## src/logic/doac_pkg.sv

```systemverilog
// Purpose: constants shared by the offset auto-calibration control and its serial port
// Assumes: one 100 MHz clock, all pins synchronous to it
// Notes: frame is 8-bit header (bit 7 = read, 6:0 = address) then 16 data bits, msb first
// Operation
// - floating reset, standby, select pins pull inactive-safe
// - calibration starts only on launch bit write or power-down release
// - bounded stepped correction, out of range fails
// - correction byte readable in config upper byte
// - 128 zero, 1..127 negative, 129..254 positive, 0/255 fail
// - calibration opens loop switches, enables feedback
// - code written during calibration applied at end
// - status bit read-only, zero after reset and after a read until a run finishes
// - status set at finish, cleared by read
// - power-down release runs calibration automatically
// - reference switch on only when both pins high
// - launch ignored while in standby
// - reset pin low: no writes, reads zero
package doac_pkg;
  // register indices
  localparam logic [6:0] ADDR_CAL_CONFIG = 7'h01;
  localparam logic [6:0] ADDR_DAC_CODE = 7'h02;
  // calibration_config field positions
  localparam int CFG_STATUS_BIT = 0;
  localparam int CFG_LAUNCH_BIT = 1;
  localparam int CFG_MISC_LSB = 2;
  localparam int CFG_MISC_MSB = 7;
  localparam int CFG_CORR_LSB = 8;
  localparam int CFG_CORR_MSB = 15;
  // values after reset
  localparam logic [15:0] DAC_CODE_RESET = 16'h0000;
  localparam logic [5:0] MISC_RESET = 6'h00;
  // correction byte encoding
  localparam logic [7:0] CORR_ZERO = 8'h80;
  localparam logic [7:0] CORR_NEG_LIMIT = 8'h01;
  localparam logic [7:0] CORR_POS_LIMIT = 8'hfe;
  localparam logic [7:0] CORR_FAIL_NEG = 8'h00;
  localparam logic [7:0] CORR_FAIL_POS = 8'hff;
  // timing
  localparam int CLK_PERIOD_NS = 10;
  localparam int CAL_STEP_US = 250;
  localparam int CAL_STEP_CYCLES = (CAL_STEP_US * 1000) / CLK_PERIOD_NS;
  localparam int CAL_TIMEOUT_MS = 40;
  // serial frame
  localparam logic [4:0] SPI_HDR_BITS = 5'd8;
  localparam logic [4:0] SPI_FRAME_BITS = 5'd24;
  // pull defaults of floating pins
  localparam logic PULL_ARST_N = 1'b1;
  localparam logic PULL_PDN = 1'b0;
  localparam logic PULL_CS_N = 1'b1;
  localparam logic PULL_SCLK = 1'b0;
  localparam logic PULL_SDIN = 1'b0;
  // calibration states
  typedef enum logic [1:0] {
    CAL_IDLE = 2'b01,
    CAL_RUN = 2'b10
  } doac_cal_state_t;
endpackage : doac_pkg

```

## src/logic/doac_top.sv

```systemverilog
// Purpose: offset auto-calibration control, status and reference switch
// Assumes: comparator input reports the sign of the output offset during calibration
// Notes: pins may float; a float flag per pin selects the internal pull level
`timescale 1ns/1ns
module doac_top #(
  parameter int STEP_CYCLES = doac_pkg::CAL_STEP_CYCLES // cycles per correction step
) (
  input wire logic core_clk, // system clock, 100 MHz
  input wire logic arst_n, // power-on reset, active low
  input wire logic async_reset_n_pin, // register reset pin level
  input wire logic async_reset_n_float, // register reset pin undriven
  input wire logic power_down_n_pin, // standby pin level
  input wire logic power_down_n_float, // standby pin undriven
  input wire logic cs_n_pin, // chip select pin level
  input wire logic cs_n_float, // chip select undriven
  input wire logic sclk_pin, // serial clock pin level
  input wire logic sclk_float, // serial clock undriven
  input wire logic sdin_pin, // serial data pin level
  input wire logic sdin_float, // serial data undriven
  input wire logic offset_high, // analog: output offset above target
  output logic sdout, // serial data out
  output logic sdout_oe, // serial data out drive enable
  output logic reference_supply_switch, // switch level, analog supply when driven
  output logic reference_supply_switch_oe, // switch closed to analog supply
  output logic [2:0] calibration_loop_switches, // high = switch closed
  output logic cal_feedback_en, // calibration feedback enable
  output logic [15:0] applied_code, // code driving the modulator
  output logic [7:0] applied_correction // correction driving the offset trim
);
  typedef struct packed {
    doac_pkg::doac_cal_state_t st;
    logic cal_done;
    logic [5:0] misc;
    logic [7:0] corr;
    logic [15:0] code;
    logic [15:0] applied;
    logic [15:0] timer;
    logic first;
    logic dir_up;
    logic pdn_q;
    logic ref_oe;
    logic [2:0] loop_sw;
    logic fb_en;
  } doac_top_t;

  doac_top_t r;
  doac_top_t next_r;
  logic arn;
  logic power_down_n;
  logic cs_n;
  logic sclk;
  logic sdin;
  logic rd_req;
  logic wr_req;
  logic [6:0] addr;
  logic [15:0] wr_data;
  logic [15:0] rd_data;
  logic spi_sdo;
  logic spi_sdo_oe;
  logic launch;
  logic step_due;

  ////////////////////////////////////////////////////////////////
  // pin pulls: a floating board leaves the part out of reset and in standby
  assign arn = async_reset_n_float ? doac_pkg::PULL_ARST_N : async_reset_n_pin;
  assign power_down_n = power_down_n_float ? doac_pkg::PULL_PDN : power_down_n_pin;
  assign cs_n = cs_n_float ? doac_pkg::PULL_CS_N : cs_n_pin;
  // sclk and sdin pulls only keep an idle bus quiet
  assign sclk = sclk_float ? doac_pkg::PULL_SCLK : sclk_pin;
  assign sdin = sdin_float ? doac_pkg::PULL_SDIN : sdin_pin;

  // serial port sees power-on reset only, so a frame in flight survives the reset pin
  doac_spi_slave u_spi (
    .core_clk(core_clk),
    .arst_n(arst_n),
    .cs_n(cs_n),
    .sclk(sclk),
    .sdin(sdin),
    .rd_data(rd_data),
    .rd_req(rd_req),
    .wr_req(wr_req),
    .addr(addr),
    .wr_data(wr_data),
    .sdo(spi_sdo),
    .sdo_oe(spi_sdo_oe)
  );

  ////////////////////////////////////////////////////////////////
  // read mux; launch bit always reads zero, status is read-only
  always_comb begin
    // default zero covers unmapped indices and the register reset
    rd_data = 16'h0000;
    if (arn) begin
      if (addr == doac_pkg::ADDR_CAL_CONFIG) begin
        rd_data[doac_pkg::CFG_CORR_MSB:doac_pkg::CFG_CORR_LSB] = r.corr;
        rd_data[doac_pkg::CFG_MISC_MSB:doac_pkg::CFG_MISC_LSB] = r.misc;
        rd_data[doac_pkg::CFG_STATUS_BIT] = r.cal_done;
      end else if (addr == doac_pkg::ADDR_DAC_CODE) begin
        rd_data = r.code;
      end
    end
  end

  // a launch in the wake-up cycle is folded into that same run
  // launch honoured only when out of reset, awake and idle
  assign launch = wr_req && arn && addr == doac_pkg::ADDR_CAL_CONFIG
    && wr_data[doac_pkg::CFG_LAUNCH_BIT] && power_down_n
    && r.st == doac_pkg::CAL_IDLE;
  // step length trades comparator settling against total run time
  assign step_due = r.timer == 16'(STEP_CYCLES - 1);

  ////////////////////////////////////////////////////////////////
  // registers, calibration sequencer and pin outputs
  always_comb begin
    next_r = r;
    // previous standby level, for the wake edge
    next_r.pdn_q = power_down_n;
    next_r.ref_oe = power_down_n & arn;
    // register writes; the data register may change during calibration
    if (wr_req && arn) begin
      if (addr == doac_pkg::ADDR_CAL_CONFIG) begin
        next_r.misc = wr_data[doac_pkg::CFG_MISC_MSB:doac_pkg::CFG_MISC_LSB];
      end else if (addr == doac_pkg::ADDR_DAC_CODE) begin
        next_r.code = wr_data;
      end
    end
    // read clears the status; a set in the same cycle wins below
    if (rd_req && addr == doac_pkg::ADDR_CAL_CONFIG) begin
      next_r.cal_done = 1'b0;
    end
    unique case (r.st)
      doac_pkg::CAL_IDLE: begin
        // code follows the register directly outside calibration
        next_r.applied = next_r.code;
        if (launch || (power_down_n && !r.pdn_q && arn)) begin
          next_r.st = doac_pkg::CAL_RUN;
          next_r.corr = doac_pkg::CORR_ZERO;
          next_r.timer = 16'h0000;
          next_r.first = 1'b1;
          next_r.loop_sw = 3'b000;
          next_r.fb_en = 1'b1;
          next_r.applied = r.applied; // output held by the filter caps
        end
      end
      doac_pkg::CAL_RUN: begin
        // one comparator decision per step; the filter caps hold the output meanwhile
        next_r.timer = r.timer + 16'h0001;
        if (!power_down_n || !arn) begin
          // standby aborts: no result, loop restored
          next_r.st = doac_pkg::CAL_IDLE;
          next_r.loop_sw = 3'b111;
          next_r.fb_en = 1'b0;
        end else if (step_due) begin
          next_r.timer = 16'h0000;
          next_r.first = 1'b0;
          // first decision fixes the direction for the whole run
          if (r.first) begin
            next_r.dir_up = ~offset_high;
          end
          if (!r.first && offset_high == r.dir_up) begin
            // comparator flipped: converged at current step
            next_r.st = doac_pkg::CAL_IDLE;
          end else if (offset_high && r.corr == doac_pkg::CORR_NEG_LIMIT) begin
            next_r.corr = doac_pkg::CORR_FAIL_NEG;
            next_r.st = doac_pkg::CAL_IDLE;
          end else if (!offset_high && r.corr == doac_pkg::CORR_POS_LIMIT) begin
            next_r.corr = doac_pkg::CORR_FAIL_POS;
            next_r.st = doac_pkg::CAL_IDLE;
          end else if (offset_high) begin
            next_r.corr = r.corr - 8'h01;
          end else begin
            next_r.corr = r.corr + 8'h01;
          end
          if (next_r.st == doac_pkg::CAL_IDLE) begin
            next_r.cal_done = 1'b1;
            next_r.loop_sw = 3'b111;
            next_r.fb_en = 1'b0;
            next_r.applied = next_r.code;
          end
        end
      end
    endcase
    // reset pin low holds the register set at defaults
    // kept last so it overrides any write or result of this cycle
    if (!arn) begin
      next_r.misc = doac_pkg::MISC_RESET;
      next_r.code = doac_pkg::DAC_CODE_RESET;
      next_r.corr = doac_pkg::CORR_ZERO;
      next_r.cal_done = 1'b0;
    end
  end

  // state register; power-on reset puts the loop back in normal operation
  always_ff @(posedge core_clk or negedge arst_n) begin
    if (!arst_n) begin
      r <= '{
        st: doac_pkg::CAL_IDLE,
        cal_done: 1'b0,
        misc: doac_pkg::MISC_RESET,
        corr: doac_pkg::CORR_ZERO,
        code: doac_pkg::DAC_CODE_RESET,
        applied: doac_pkg::DAC_CODE_RESET,
        timer: 16'h0000,
        first: 1'b0,
        dir_up: 1'b0,
        pdn_q: 1'b0,
        ref_oe: 1'b0,
        loop_sw: 3'b111,
        fb_en: 1'b0
      };
    end else begin
      r <= next_r;
    end
  end

  // ports below are register bits only, no gating after the flops
  assign sdout = spi_sdo;
  assign sdout_oe = spi_sdo_oe;
  assign reference_supply_switch = r.ref_oe;
  assign reference_supply_switch_oe = r.ref_oe;
  assign calibration_loop_switches = r.loop_sw;
  assign cal_feedback_en = r.fb_en;
  assign applied_code = r.applied;
  assign applied_correction = r.corr;
endmodule : doac_top

```

## src/logic/doac_spi_slave.sv

```systemverilog
// Purpose: serial register port, mode 0, one frame per select low period
// Assumes: sclk and sdin sampled on core_clk, sclk much slower than core_clk
// Notes: read data is captured when the header completes
`timescale 1ns/1ns
module doac_spi_slave (
  input wire logic core_clk, // system clock
  input wire logic arst_n, // async reset, active low
  input wire logic cs_n, // resolved chip select
  input wire logic sclk, // resolved serial clock
  input wire logic sdin, // resolved serial data in
  input wire logic [15:0] rd_data, // register value for a read
  output logic rd_req, // pulse: read header complete
  output logic wr_req, // pulse: write frame complete
  output logic [6:0] addr, // register index of frame
  output logic [15:0] wr_data, // write data
  output logic sdo, // serial data out
  output logic sdo_oe // serial data out drive enable
);
  typedef struct packed {
    logic sclk_q;
    logic [4:0] cnt;
    logic [7:0] hdr;
    logic [15:0] sh;
    logic sdo;
    logic sdo_oe;
    logic rd_req;
    logic wr_req;
  } doac_spi_t;

  doac_spi_t r;
  doac_spi_t next_r;
  logic rise;
  logic fall;

  assign rise = sclk & ~r.sclk_q;
  assign fall = ~sclk & r.sclk_q;

  ////////////////////////////////////////////////////////////////
  // frame engine
  always_comb begin
    next_r = r;
    next_r.sclk_q = sclk;
    next_r.rd_req = 1'b0;
    next_r.wr_req = 1'b0;
    if (cs_n) begin
      // deselect aborts any partial frame
      next_r.cnt = 5'd0;
      next_r.sdo_oe = 1'b0;
      next_r.sdo = 1'b0;
    end else begin
      if (rise && r.cnt < doac_pkg::SPI_FRAME_BITS) begin
        next_r.cnt = r.cnt + 5'd1;
        if (r.cnt < doac_pkg::SPI_HDR_BITS) begin
          next_r.hdr = {r.hdr[6:0], sdin};
        end else if (!r.hdr[7]) begin
          next_r.sh = {r.sh[14:0], sdin};
        end
        if (r.cnt == doac_pkg::SPI_HDR_BITS - 5'd1) begin
          next_r.rd_req = sdin ? 1'b0 : 1'b0;
        end
        if (r.cnt == doac_pkg::SPI_FRAME_BITS - 5'd1 && !r.hdr[7]) begin
          next_r.wr_req = 1'b1;
        end
      end
      // header done: fetch read data one cycle later via rd_req
      if (r.cnt == doac_pkg::SPI_HDR_BITS && r.sclk_q && !rise && r.hdr[7] && !r.sdo_oe && !r.rd_req) begin
        next_r.rd_req = 1'b1;
      end
      if (r.rd_req) begin
        next_r.sh = rd_data;
        next_r.sdo = rd_data[15];
        next_r.sdo_oe = 1'b1;
      end
      // shift out on falling edges of the data phase
      if (fall && r.hdr[7] && r.sdo_oe && r.cnt > doac_pkg::SPI_HDR_BITS) begin
        next_r.sh = {r.sh[14:0], 1'b0};
        next_r.sdo = r.sh[14];
      end
    end
  end

  always_ff @(posedge core_clk or negedge arst_n) begin
    if (!arst_n) begin
      r <= '0;
    end else begin
      r <= next_r;
    end
  end

  assign rd_req = r.rd_req;
  assign wr_req = r.wr_req;
  assign addr = r.hdr[6:0];
  assign wr_data = r.sh;
  assign sdo = r.sdo;
  assign sdo_oe = r.sdo_oe;
endmodule : doac_spi_slave

```

## config.mk

```make
export PLATFORM = sky130hd
export DESIGN_NAME = doac_top
export DESIGN_NICKNAME = d
export VERILOG_FILES = /design/src/logic/doac_pkg.sv /design/src/logic/doac_top.sv /design/src/logic/doac_spi_slave.sv
export SDC_FILE = /design/constraint.sdc
export NUM_CORES = 1
export LEC_CHECK = 0
export BUFFER_PORTS_ARGS = -buffer_cell sky130_fd_sc_hd__buf_2
export CORE_ASPECT_RATIO = 1.75
export CORE_UTILIZATION = 50
export DETAILED_ROUTE_END_ITERATION = 8
export GPL_TIMING_DRIVEN = 0
export PLACE_DENSITY = 0.8
export SYNTH_ARGS = -nofsm -noshare
export SYNTH_HDL_FRONTEND = slang
export SYNTH_HIERARCHICAL = 1
export SYNTH_SLANG_ARGS = --single-unit
export TNS_END_PERCENT = 20
```

## constraint.sdc

```tcl
create_clock -name core_clk -period 2.7 [get_ports core_clk]
set_input_delay 0.135 -clock core_clk [delete_from_list [all_inputs] [get_ports core_clk]]
set_output_delay 0.135 -clock core_clk [all_outputs]
set_load 0.005 [all_outputs]
```

# [After elaboration in Yosys (flattened, before gate mapping)]
# Index checks and enable logic that the tools add are counted.
# Widths: inputs -> output; s select.
[word_totals] wordCells=168 inputBits=13 regBits=107
[op_classes] order_cmp=3 n_mux=61 reduce_logical=45 bitwise=8 n_eq_ne=26 add_sub_neg=4
[op_table] op="$mux 16" n=8
[op_table] op="$mux 34" n=2
[op_table] op="$pmux 33 s2" n=1
[op_table] op="$mux 8" n=8
[op_table] op="$mux 33" n=1
[op_table] op="$mux 31" n=1
[op_table] op="$mux 29" n=1
[op_table] op="$logic_and 1x1->1" n=21
[op_table] op="$mux 2" n=10
[op_table] op="$mux 18" n=1
[op_table] op="$ne 3x3->1 const B" n=6
[op_table] op="$mux 17" n=1
[op_table] op="$add 16x1->16 const B" n=1
[op_table] op="$eq 16x15->1 const B" n=1
[op_table] op="$mux 4" n=4
[op_table] op="$pmux 8 s2" n=1
[op_table] op="$reduce_and 4->1" n=4
[op_table] op="$mux 1" n=15
[op_table] op="$mux 14" n=1
[op_table] op="$mux 6" n=2
[op_table] op="$logic_not 1->1" n=9
[op_table] op="$reduce_and 3->1" n=3
[op_table] op="$add 8x1->8 const B" n=1
[op_table] op="$eq 8x1->1 const B" n=1
[op_table] op="26 further kinds" n=43

# [Logic depth before layout (Yosys ltp)]
# Gate-level depths: netlist of run 1.
[logic_depth] word_depth=14 ltp_mapped=9

# [Modules after synthesis]
# Netlist of run 1, hierarchy kept.
[by_module_without_submodules] mod="doac_top" instances=1 cells_each=433 area_each_um2=4120.2
[by_module_without_submodules] mod="doac_spi_slave" instances=1 cells_each=144 area_each_um2=1804.2

# [Least setup slack after synthesis of run 1]
# Ideal clock, no wire load.
[synth_timing] path_kind="register to register" start="reg u_spi.r (netlist bit u_spi/addr[5])" end="reg r (netlist bit applied_code[10])" setup_slack_ns=0.125 setup_ns=0.125 path_buffers=2 period_less_slack_ns=2.575 path_stages_with_launch=8 arrival_time_ns=2.450 cell_sequence="dfrtp_1 -> buf_4 -> or3_1 -> nor4_2 -> buf_4 -> mux2i_1 -> nor2_1 -> mux2_4"
[synth_between] elab_chain_len=8 word_cells_on_any_way=17 classes_between="eq/ne (3); mux (8); reduce/logical (6)"
[synth_lines] item="start: declaration" line="doac_spi_slave.sv:30" source="doac_spi_t r;"
[synth_lines] item="start signal: assignment" line="doac_spi_slave.sv:86" source="r <= next_r;"
[synth_lines] item="$eq 7x2->1 / $eq 7x1->1 (equally long branches)" line="doac_top.sv:123, doac_top.sv:106, doac_top.sv:121"
[synth_lines] item="$mux 16 / $logic_and 1x1->1 (equally long branches)" line="doac_top.sv:123, doac_top.sv:106"
[synth_lines] item="$mux 16 / $logic_and 1x1->1 (equally long branches)" line="doac_top.sv:121, doac_top.sv:107"
[synth_lines] item="$mux 16 / $logic_and 1x1->1 (equally long branches)" line="doac_top.sv:120, doac_top.sv:107"
[synth_lines] item="$mux 16 / $logic_and 1x1->1 (equally long branches)" line="doac_top.sv:174, doac_top.sv:108"
[synth_lines] item="$mux 34 / $logic_or 1x1->1 (equally long branches)" line="doac_top.sv:153, doac_top.sv:135"
[synth_lines] item="$mux 34 / $ne 2x2->1 (equally long branches)"
[synth_lines] item="$pmux 33 s2 / $reduce_and 4->1 (equally long branches)"
[synth_lines] item="end signal: assignment" line="doac_top.sv:196" source="r <= '{"
[synth_lines] item="end signal: assignment" line="doac_top.sv:212" source="r <= next_r;"
[synth_lines] item="end: declaration" line="doac_top.sv:46" source="doac_top_t r;"
# Several ways; a longest one is shown, not always the timed one. The select of a mux whose other input is x is not followed.
# A chain may end at the register's enable or synchronous reset.

# [Worst setup path in the final report of run 1]
[layout_timing] start="reg u_spi.r (netlist bit u_spi/addr[5])" end="reg r (netlist bit applied_code[13])"
# The elaborated chain is that of the path after synthesis.

==> out/results.tsv, run 1 <==
stage	metric	value	unit
setup_path	cp.required	2930	ps
cts	clockRootBuffer	clkbuf_16	
power	clockPowerShare	28.4	%
cts	numCtsBuffers	9	
cts	clk_pin_slew_worst_paths	70	ps
sta	tightest_slew	680	ps
yosys	synth_area_leaders	dfrtp_1, buf_4, mux2_4	
power	comb_power_share	31.2	%
drt	vias_per_cell	5.90	
cts	cts_htree_levels	3	
floorplanning	die_w	84.3	um
placed_design	port-buffer-count	43	
cts	cts_max_path_buffers	2	
sta	rsz0062_at_grt	no	
power	intPower	3.06	mW
yosys	syn_area	5920	um2
yosys	synth.distinct_cells	63	
finish	multi_input_area	2710	um2
finish	antenna_cells	0	
setup_path	path_class	reg2reg	
finish	final_layout_size_suffix_gt1_share	31.4	%
yosys	yosysSeqAreaShare	44.4	%
drt	drc	8	
sta	setup_viol	0	
outcome	violations	design-rule violations	
cts	cts.sinks	105	
global_route	grt_usage	22.9	%
yosys	yosysMostFrequentCell	dfrtp_1	
power	seqPwrFrac	40.3	%
sta	hold_violations	0	
finish	fin_area	6770	um2
floorplanning	fp.dieArea	12300	um2
placed_design	gp_congestion	0.897	
finish	seq_area	2630	um2
floorplanning	die_y	146	um
power	p_switching	1.54	mW
yosys	synth_async_sr_flop_share	100	%
worst_hold_path	hold_class	in2reg	
power	power	4.60	mW
setup_path	start_kind	register	
yosys	synth_edf_count	0	
global_route	grt_pass1_wl	22.2	mm
drt	routed_wl	13.4	mm
global_route	grt_pass1_vias	4652	
drt	drt_iter0_markers	231	
yosys	synthCells	577	
power	swShare	33.4	%
sta	fmax	389	MHz
setup_path	crit_arrival	2800	ps
placed_design	place_ws	-272	ps
flow_run	max_cap_viol_count	0	
yosys	synth_area_per_cell	10.3	um2
worst_hold_path	hold_depth	2	
global_route	antenna_found_initial	0	
yosys	syn-num-nets	597	
power	ir_worst_vdd	0.386	mV
floorplanning	num_rows	52	
floorplanning	core_area	11600	um2
cts	clock_latency	350	ps
global_route	grt-ovfl-total	0	
drt	via_count	4628	
floorplanning	initial_utilization	51.2	%
yosys	synth_top_cell_by_area	dfrtp_1	
yosys	synth_top_area_share	43.1	%
outcome	status	complete, but fails checks	
sta	period_needed	2570	ps
setup_path	reg2regPathDepth	8	
placed_design	dp_hpwl	9.64	mm
power	cellLeakagePower	3.23	nW
sta	slew_headroom	54.5	%
sta	fin_ws	127	ps
yosys	netlist_top_cells_count	dfrtp_1, nor2_1, buf_4	
finish	area_growth	14.2	%
finish	nFillCells	973	
sta	drv_slew	0	
drt	first_pass_iters	7	
yosys	synth_warnings	6	
finish	nets	665	
sta	timing.final.crit_share	95.3	%
global_route	grt_max_degree	74	
floorplanning	io_pins	45	
yosys	ys_ff_latch	105	
power	p_per_area	680	nW/um2
yosys	ys.flop_type	dfrtp_1	
setup_path	critPathCaptureType	register	
drt	ant_nets	0	
placed_design	post_dp_cell_area	6340	um2
setup_path	crit_fanout	10	
cts	cts_tree	built	
drt	wl_per_cell	17.1	um
sta	clock_skew	10.4	ps
setup_path	worst-r2r-setup-slack	130	ps
==> area by class of cell <==
class / count / share of cell area [%]
Timing Repair Buffer: 57 / 5.14
Buffer: 79 / 8.32
Multi-Input combinational cell: 381 / 40.1
Clock inverter: 6 / 0.999
Inverter: 12 / 0.666
Tap cell: 135 / 2.50
Clock buffer: 10 / 3.38
Sequential cell: 105 / 38.9
==> final timing paths <==
| path | from | end |
|---|---|---|
| min in group asynchronous | arst_n | u_spi/sdo_oe |
| max reg2reg | u_spi/addr[5] | applied_code[13] |
| max in group asynchronous | arst_n | calibration_loop_switches[1] |
| min reg2reg | r[7] | r[6] |
| max | u_spi/addr[5] | applied_code[13] |
| min | offset_high | r[6] |
==> flip-flops by register name, summed over array words and instances (netlist names) <==
| name | count |
|---|---|
| u_spi/wr_data | 16 |
| applied_correction | 8 |
| cal_feedback_en | 1 |
| applied_code | 16 |
| u_spi/sdo_oe | 1 |
| reference_supply_switch | 1 |
| calibration_loop_switches | 1 |
| u_spi/sdo | 1 |
| u_spi/rd_req | 1 |
| u_spi/r | 7 |
| u_spi/wr_req | 1 |
| u_spi/addr | 7 |
| r | 44 |
==> timing repair <==
item | 4_1_cts | 5_1_grt
hold endpoints to repair | 33 | 0
setup endpoints to repair | 29 | 34
buffers inserted | 4 | 7
gates resized for setup | 5 | 7
hold buffers | 2 | 0
pin swaps | 2 | 2
==> critical path, cell delays in order (launching register included) <==
cell and delay [ps]:
dfrtp_1 400, buf_4 140, or3_1 490, nor4_4 320
buf_4 210, a21oi_1 100, o221ai_4 270, buf_6 230
mux2_4 310
==> cells by family after synthesis <==
kind of cell / Yosys count / synth area share, %
muxes: 59 / 12.1
DFF: 105 / 44.4
buffers and inverters: 91 / 10.2
AOI/OAI and AO/OA: 123 / 14.5
and+or+nand+nor: 186 / 16.4
adders and majority gates: 7 / 1.48
xor gates and xnor gates: 6 / 0.887
==> metal layers <==
layer,global-route usage (%),up-vias,wire length [um]
met1,24.0,2285,5020
met5,0,-,0
li1,-,2149,-
met2,42.7,149,7400
met3,3.74,45,470
met4,12.6,0,536
==> stage by stage <==
stage	std cells	utilization, %	TNS (ps)	hold slack (ps)
floorplan	577	-	0	-161
global placement	755	54.5	-1900	312
detailed placement	756	54.7	-3060	116
CTS	778	57.9	-32.5	9.58
global route	785	58.4	0	29.7
finish	785	58.4	0	15.6
==> power by group through the flow <==
| stage | combinational [mW] | clock (mW) | sequential (mW) |
|---|---|---|---|
| 2_1_floorplan | 1.01 | 0 | 1.83 |
| 3_3_place_gp | 1.30 | 0 | 1.87 |
| 3_5_place_dp | 1.36 | 0 | 1.88 |
| 4_1_cts | 1.42 | 1.33 | 1.85 |
| 5_1_grt | 1.55 | 1.39 | 1.87 |
| 6_report | 1.44 | 1.31 | 1.86 |
==> cells in the final DEF, fill, tap and decap left out, types with 4 or more instances in the layout <==
master	instances
buf_6	8
inv_1	12
mux2_4	20
ha_1	7
dfrtp_1	102
clkbuf_1	10
a31oi_1	11
mux2_2	22
clkbuf_16	9
nand3_1	21
clkbuf_2	5
nand2_1	29
nand4_1	6
o21ai_0	14
nor2_1	69
or2_2	5
nand2b_1	14
and3_1	4
a2bb2oi_1	5
buf_2	43
a22o_1	17
buf_4	65
a22oi_1	16
or3_1	11
a21oi_1	33
mux2i_1	17
No activity file was read; power rests on OpenSTA's default activity.
==> run 2, diff against run 1 <==
--- a/config.mk
+++ b/config.mk
@@ -10,7 +10,8 @@
 export CORE_UTILIZATION = 50
 export DETAILED_ROUTE_END_ITERATION = 8
 export GPL_TIMING_DRIVEN = 0
-export PLACE_DENSITY = 0.8
+export PLACE_DENSITY = 0.77
+export SETUP_SLACK_MARGIN = 0.2
 export SYNTH_ARGS = -nofsm -noshare
 export SYNTH_HDL_FRONTEND = slang
 export SYNTH_HIERARCHICAL = 1
==> constraint.sdc (replaced) <==
create_clock -name core_clk -period 3.3 [get_ports core_clk]
set_input_delay 0.165 -clock core_clk [delete_from_list [all_inputs] [get_ports core_clk]]
set_output_delay 0.165 -clock core_clk [all_outputs]
set_load 0.005 [all_outputs]
==> run 2 against run 1 <==
  * Sequential power fell by 18%
  * Worst setup slack better by 320 ps
  * Clock power down 16%
  * Largest power group unchanged
  * Clock skew rose by 2.5 ps
  * Register-to-register slack gained 320 ps
  * Critical path depth unchanged
  * The run still ends with design-rule violations left
  * Highest routed layer unchanged
  * First-iteration DRC count increased by 60%
  * Power shrank 19%
  * Cell count shrank 1.4%
  * Clock-buffer cell count up 1
  * Via count decreased by 2.4%
  * Global-route usage is essentially flat
==> out/results.tsv, run 2 (same netlist as run 1, synthesis figures left out) <==
stage	metric	value	unit	change
floorplanning	num_rows	52		unchanged
setup_path	worst-r2r-setup-slack	440	ps	+320 ps
floorplanning	io_pins	45		unchanged
finish	largest_register_ffs	44		unchanged
outcome	status	complete, but fails checks		
setup_path	r2r-start	u_spi/addr[5]		
sta	holdWs	49.5	ps	+33.9 ps
global_route	grt_max_degree	57		-23%
drt	first_pass_iters	7		unchanged
worst_hold_path	holdPathEnd	r[6]		
power	cellLeakagePower	3.16	nW	-2.3%
worst_hold_path	hold_depth	2		unchanged
sta	fmax	350	MHz	-9.9%
drt	wl_per_cell	17.5	um	+2.2%
placed_design	dp_hpwl	9.81	mm	+1.8%
finish	regMostFlops	r		
finish	nets	654		-1.7%
outcome	violations	design-rule violations		
drt	drt_iter0_markers	370		+60%
sta	tightest_slew	836	ps	+155 ps
sta	drv_slew	0		unchanged
setup_path	crit_arrival	3140	ps	+340 ps
global_route	grt_pass1_wl	22.3	mm	+0.25%
drt	routed_wl	13.5	mm	+0.79%
global_route	grt-ovfl-total	0		unchanged
setup_path	path_buf_inv	2		-1
finish	final_cell_mix	dfrtp_1, nor2_1, buf_4		
sta	rsz0062_at_grt	no		
sta	hold_violations	0		unchanged
power	ir_worst_vdd	0.302	mV	-22%
cts	clk_pin_slew_worst_paths	80	ps	about the same
cts	cts_htree_levels	3		unchanged
cts	cts_max_path_buffers	2		unchanged
cts	cts.sinks	105		unchanged
setup_path	crit_path_max_incr_delay	640	ps	+150 ps
flow_run	max_cap_viol_count	0		unchanged
global_route	antenna_found_initial	0		unchanged
sta	slew_headroom	43.9	%	-11 points
finish	antenna_cells	0		unchanged
setup_path	crit_chain	buf_4, or3_1, nor3_1, clkbuf_1, a22oi_1, nor2_1, a22o_1, mux2_4		
placed_design	port-buffer-count	43		unchanged
setup_path	crit_fanout	10		unchanged
floorplanning	fp.dieArea	12300	um2	unchanged
drt	ant_nets	0		unchanged
setup_path	cp_top_family	simple AND/OR/NAND/NOR gates		
floorplanning	die_y	146	um	unchanged
setup_path	start_kind	register		
placed_design	gp_congestion	0.934		+4.2%
cts	numCtsBuffers	9		unchanged
floorplanning	core_area	11600	um2	unchanged
finish	area_growth	12.6	%	
finish	final_common_cell	dfrtp_1		
sta	period_needed	2860	ps	+282 ps
sta	fin_ws	445	ps	+318 ps
setup_path	timing.rr.end	u_spi/wr_data[14]		
finish	fin_area	6670	um2	-1.4%
cts	clock_latency	360	ps	about the same
placed_design	post_dp_cell_area	6340	um2	unchanged
power	p_per_area	562	nW/um2	-17%
global_route	grt_pass1_vias	4609		-0.92%
sta	setup_viol	0		unchanged
floorplanning	die_w	84.3	um	unchanged
cts	postCtsSetupBuffers	0		-4
drt	drc	6		-2
cts	clockRootBuffer	clkbuf_16		
cts	cts_tree	built		
setup_path	critPathCaptureType	register		
sta	timing.final.crit_share	86.5	%	-8.8 points
drt	vias_per_cell	5.84		-1.0%
placed_design	place_ws	429	ps	+701 ps
setup_path	path_class	reg2reg		
finish	final_layout_size_suffix_gt1_share	29.0	%	-2.4 points
floorplanning	initial_utilization	51.2	%	unchanged
setup_path	reg2regPathDepth	8		unchanged
sta	fin_setup_tns	0	ps	unchanged
sta	clock_skew	12.8	ps	+2.49 ps
setup_path	cp.required	3590	ps	+660 ps
drt	via_count	4517		-2.4%
setup_path	cp_slowest_cell	nor3_1		
global_route	grt_usage	22.9	%	-0.032 points
worst_hold_path	min_from	offset_high		
worst_hold_path	hold_class	in2reg		
-- run 2: changes by cell type in the layout (fill, tap and decap cells not counted), sizes merged --
cell,change
clkinv,-1
clkbuf,+1
buf,-11
-- run 2: worst max-delay path by stage --
stage | slack (ps) | to | depth (start not counted) | startpoint
global placement | 430 | applied_code[15] | 7 | u_spi/addr[5]
detailed placement | 430 | applied_code[15] | 7 | u_spi/addr[5]
CTS | 350 | applied_code[6] | 7 | u_spi/addr[5]
floorplan | 730 | applied_code[10] | 7 | u_spi/addr[5]
finish | 440 | u_spi/wr_data[14] | 8 | u_spi/addr[5]
global route | 220 | r[17] | 7 | u_spi/addr[5]
-- run 2: through the flow --
stage,utilization [%],std cells,power (mW)
after floorplan,-,577,2.32
after global placement,54.5,755,2.60
final,57.6,774,3.75
after global routing,57.6,774,3.93
after detailed placement,54.7,756,2.65
after CTS,57.5,774,3.76
-- run 2: per-layer routing --
layer | global-route usage, % | vias up | part of all wire [%]
li1 | - | 2124 | -
met1 | 25.6 | 2220 | 38
met2 | 41.6 | 137 | 55
met3 | 3.52 | 36 | 4.1
met4 | 11.4 | 0 | 3.0
met5 | 0 | - | 0
-- run 2: area by class of cell --
type / count / area [um2]
plain buffers: 79 / 557
clock buffers: 11 / 243
clock inverters: 5 / 62.6
fillers: 995 / 4910
inverters: 12 / 45.0
multi-input cells: 381 / 2700
flip-flops and latches: 105 / 2630
well taps: 135 / 169
repair buffers: 46 / 265
-- run 2: power breakdown --
part	internal, mW	leakage (nW)	switching, mW
clock network	0.614	0.142	0.491
logic	0.489	1.58	0.638
registers	1.39	1.43	0.127
total	2.49	3.16	1.26
-- run 2: what timing repair did --
item	CTS	global route
hold buffers	2	0
endpoints found under the hold margin	48	0
endpoints found under the setup margin	0	2
gates resized for setup	0	1
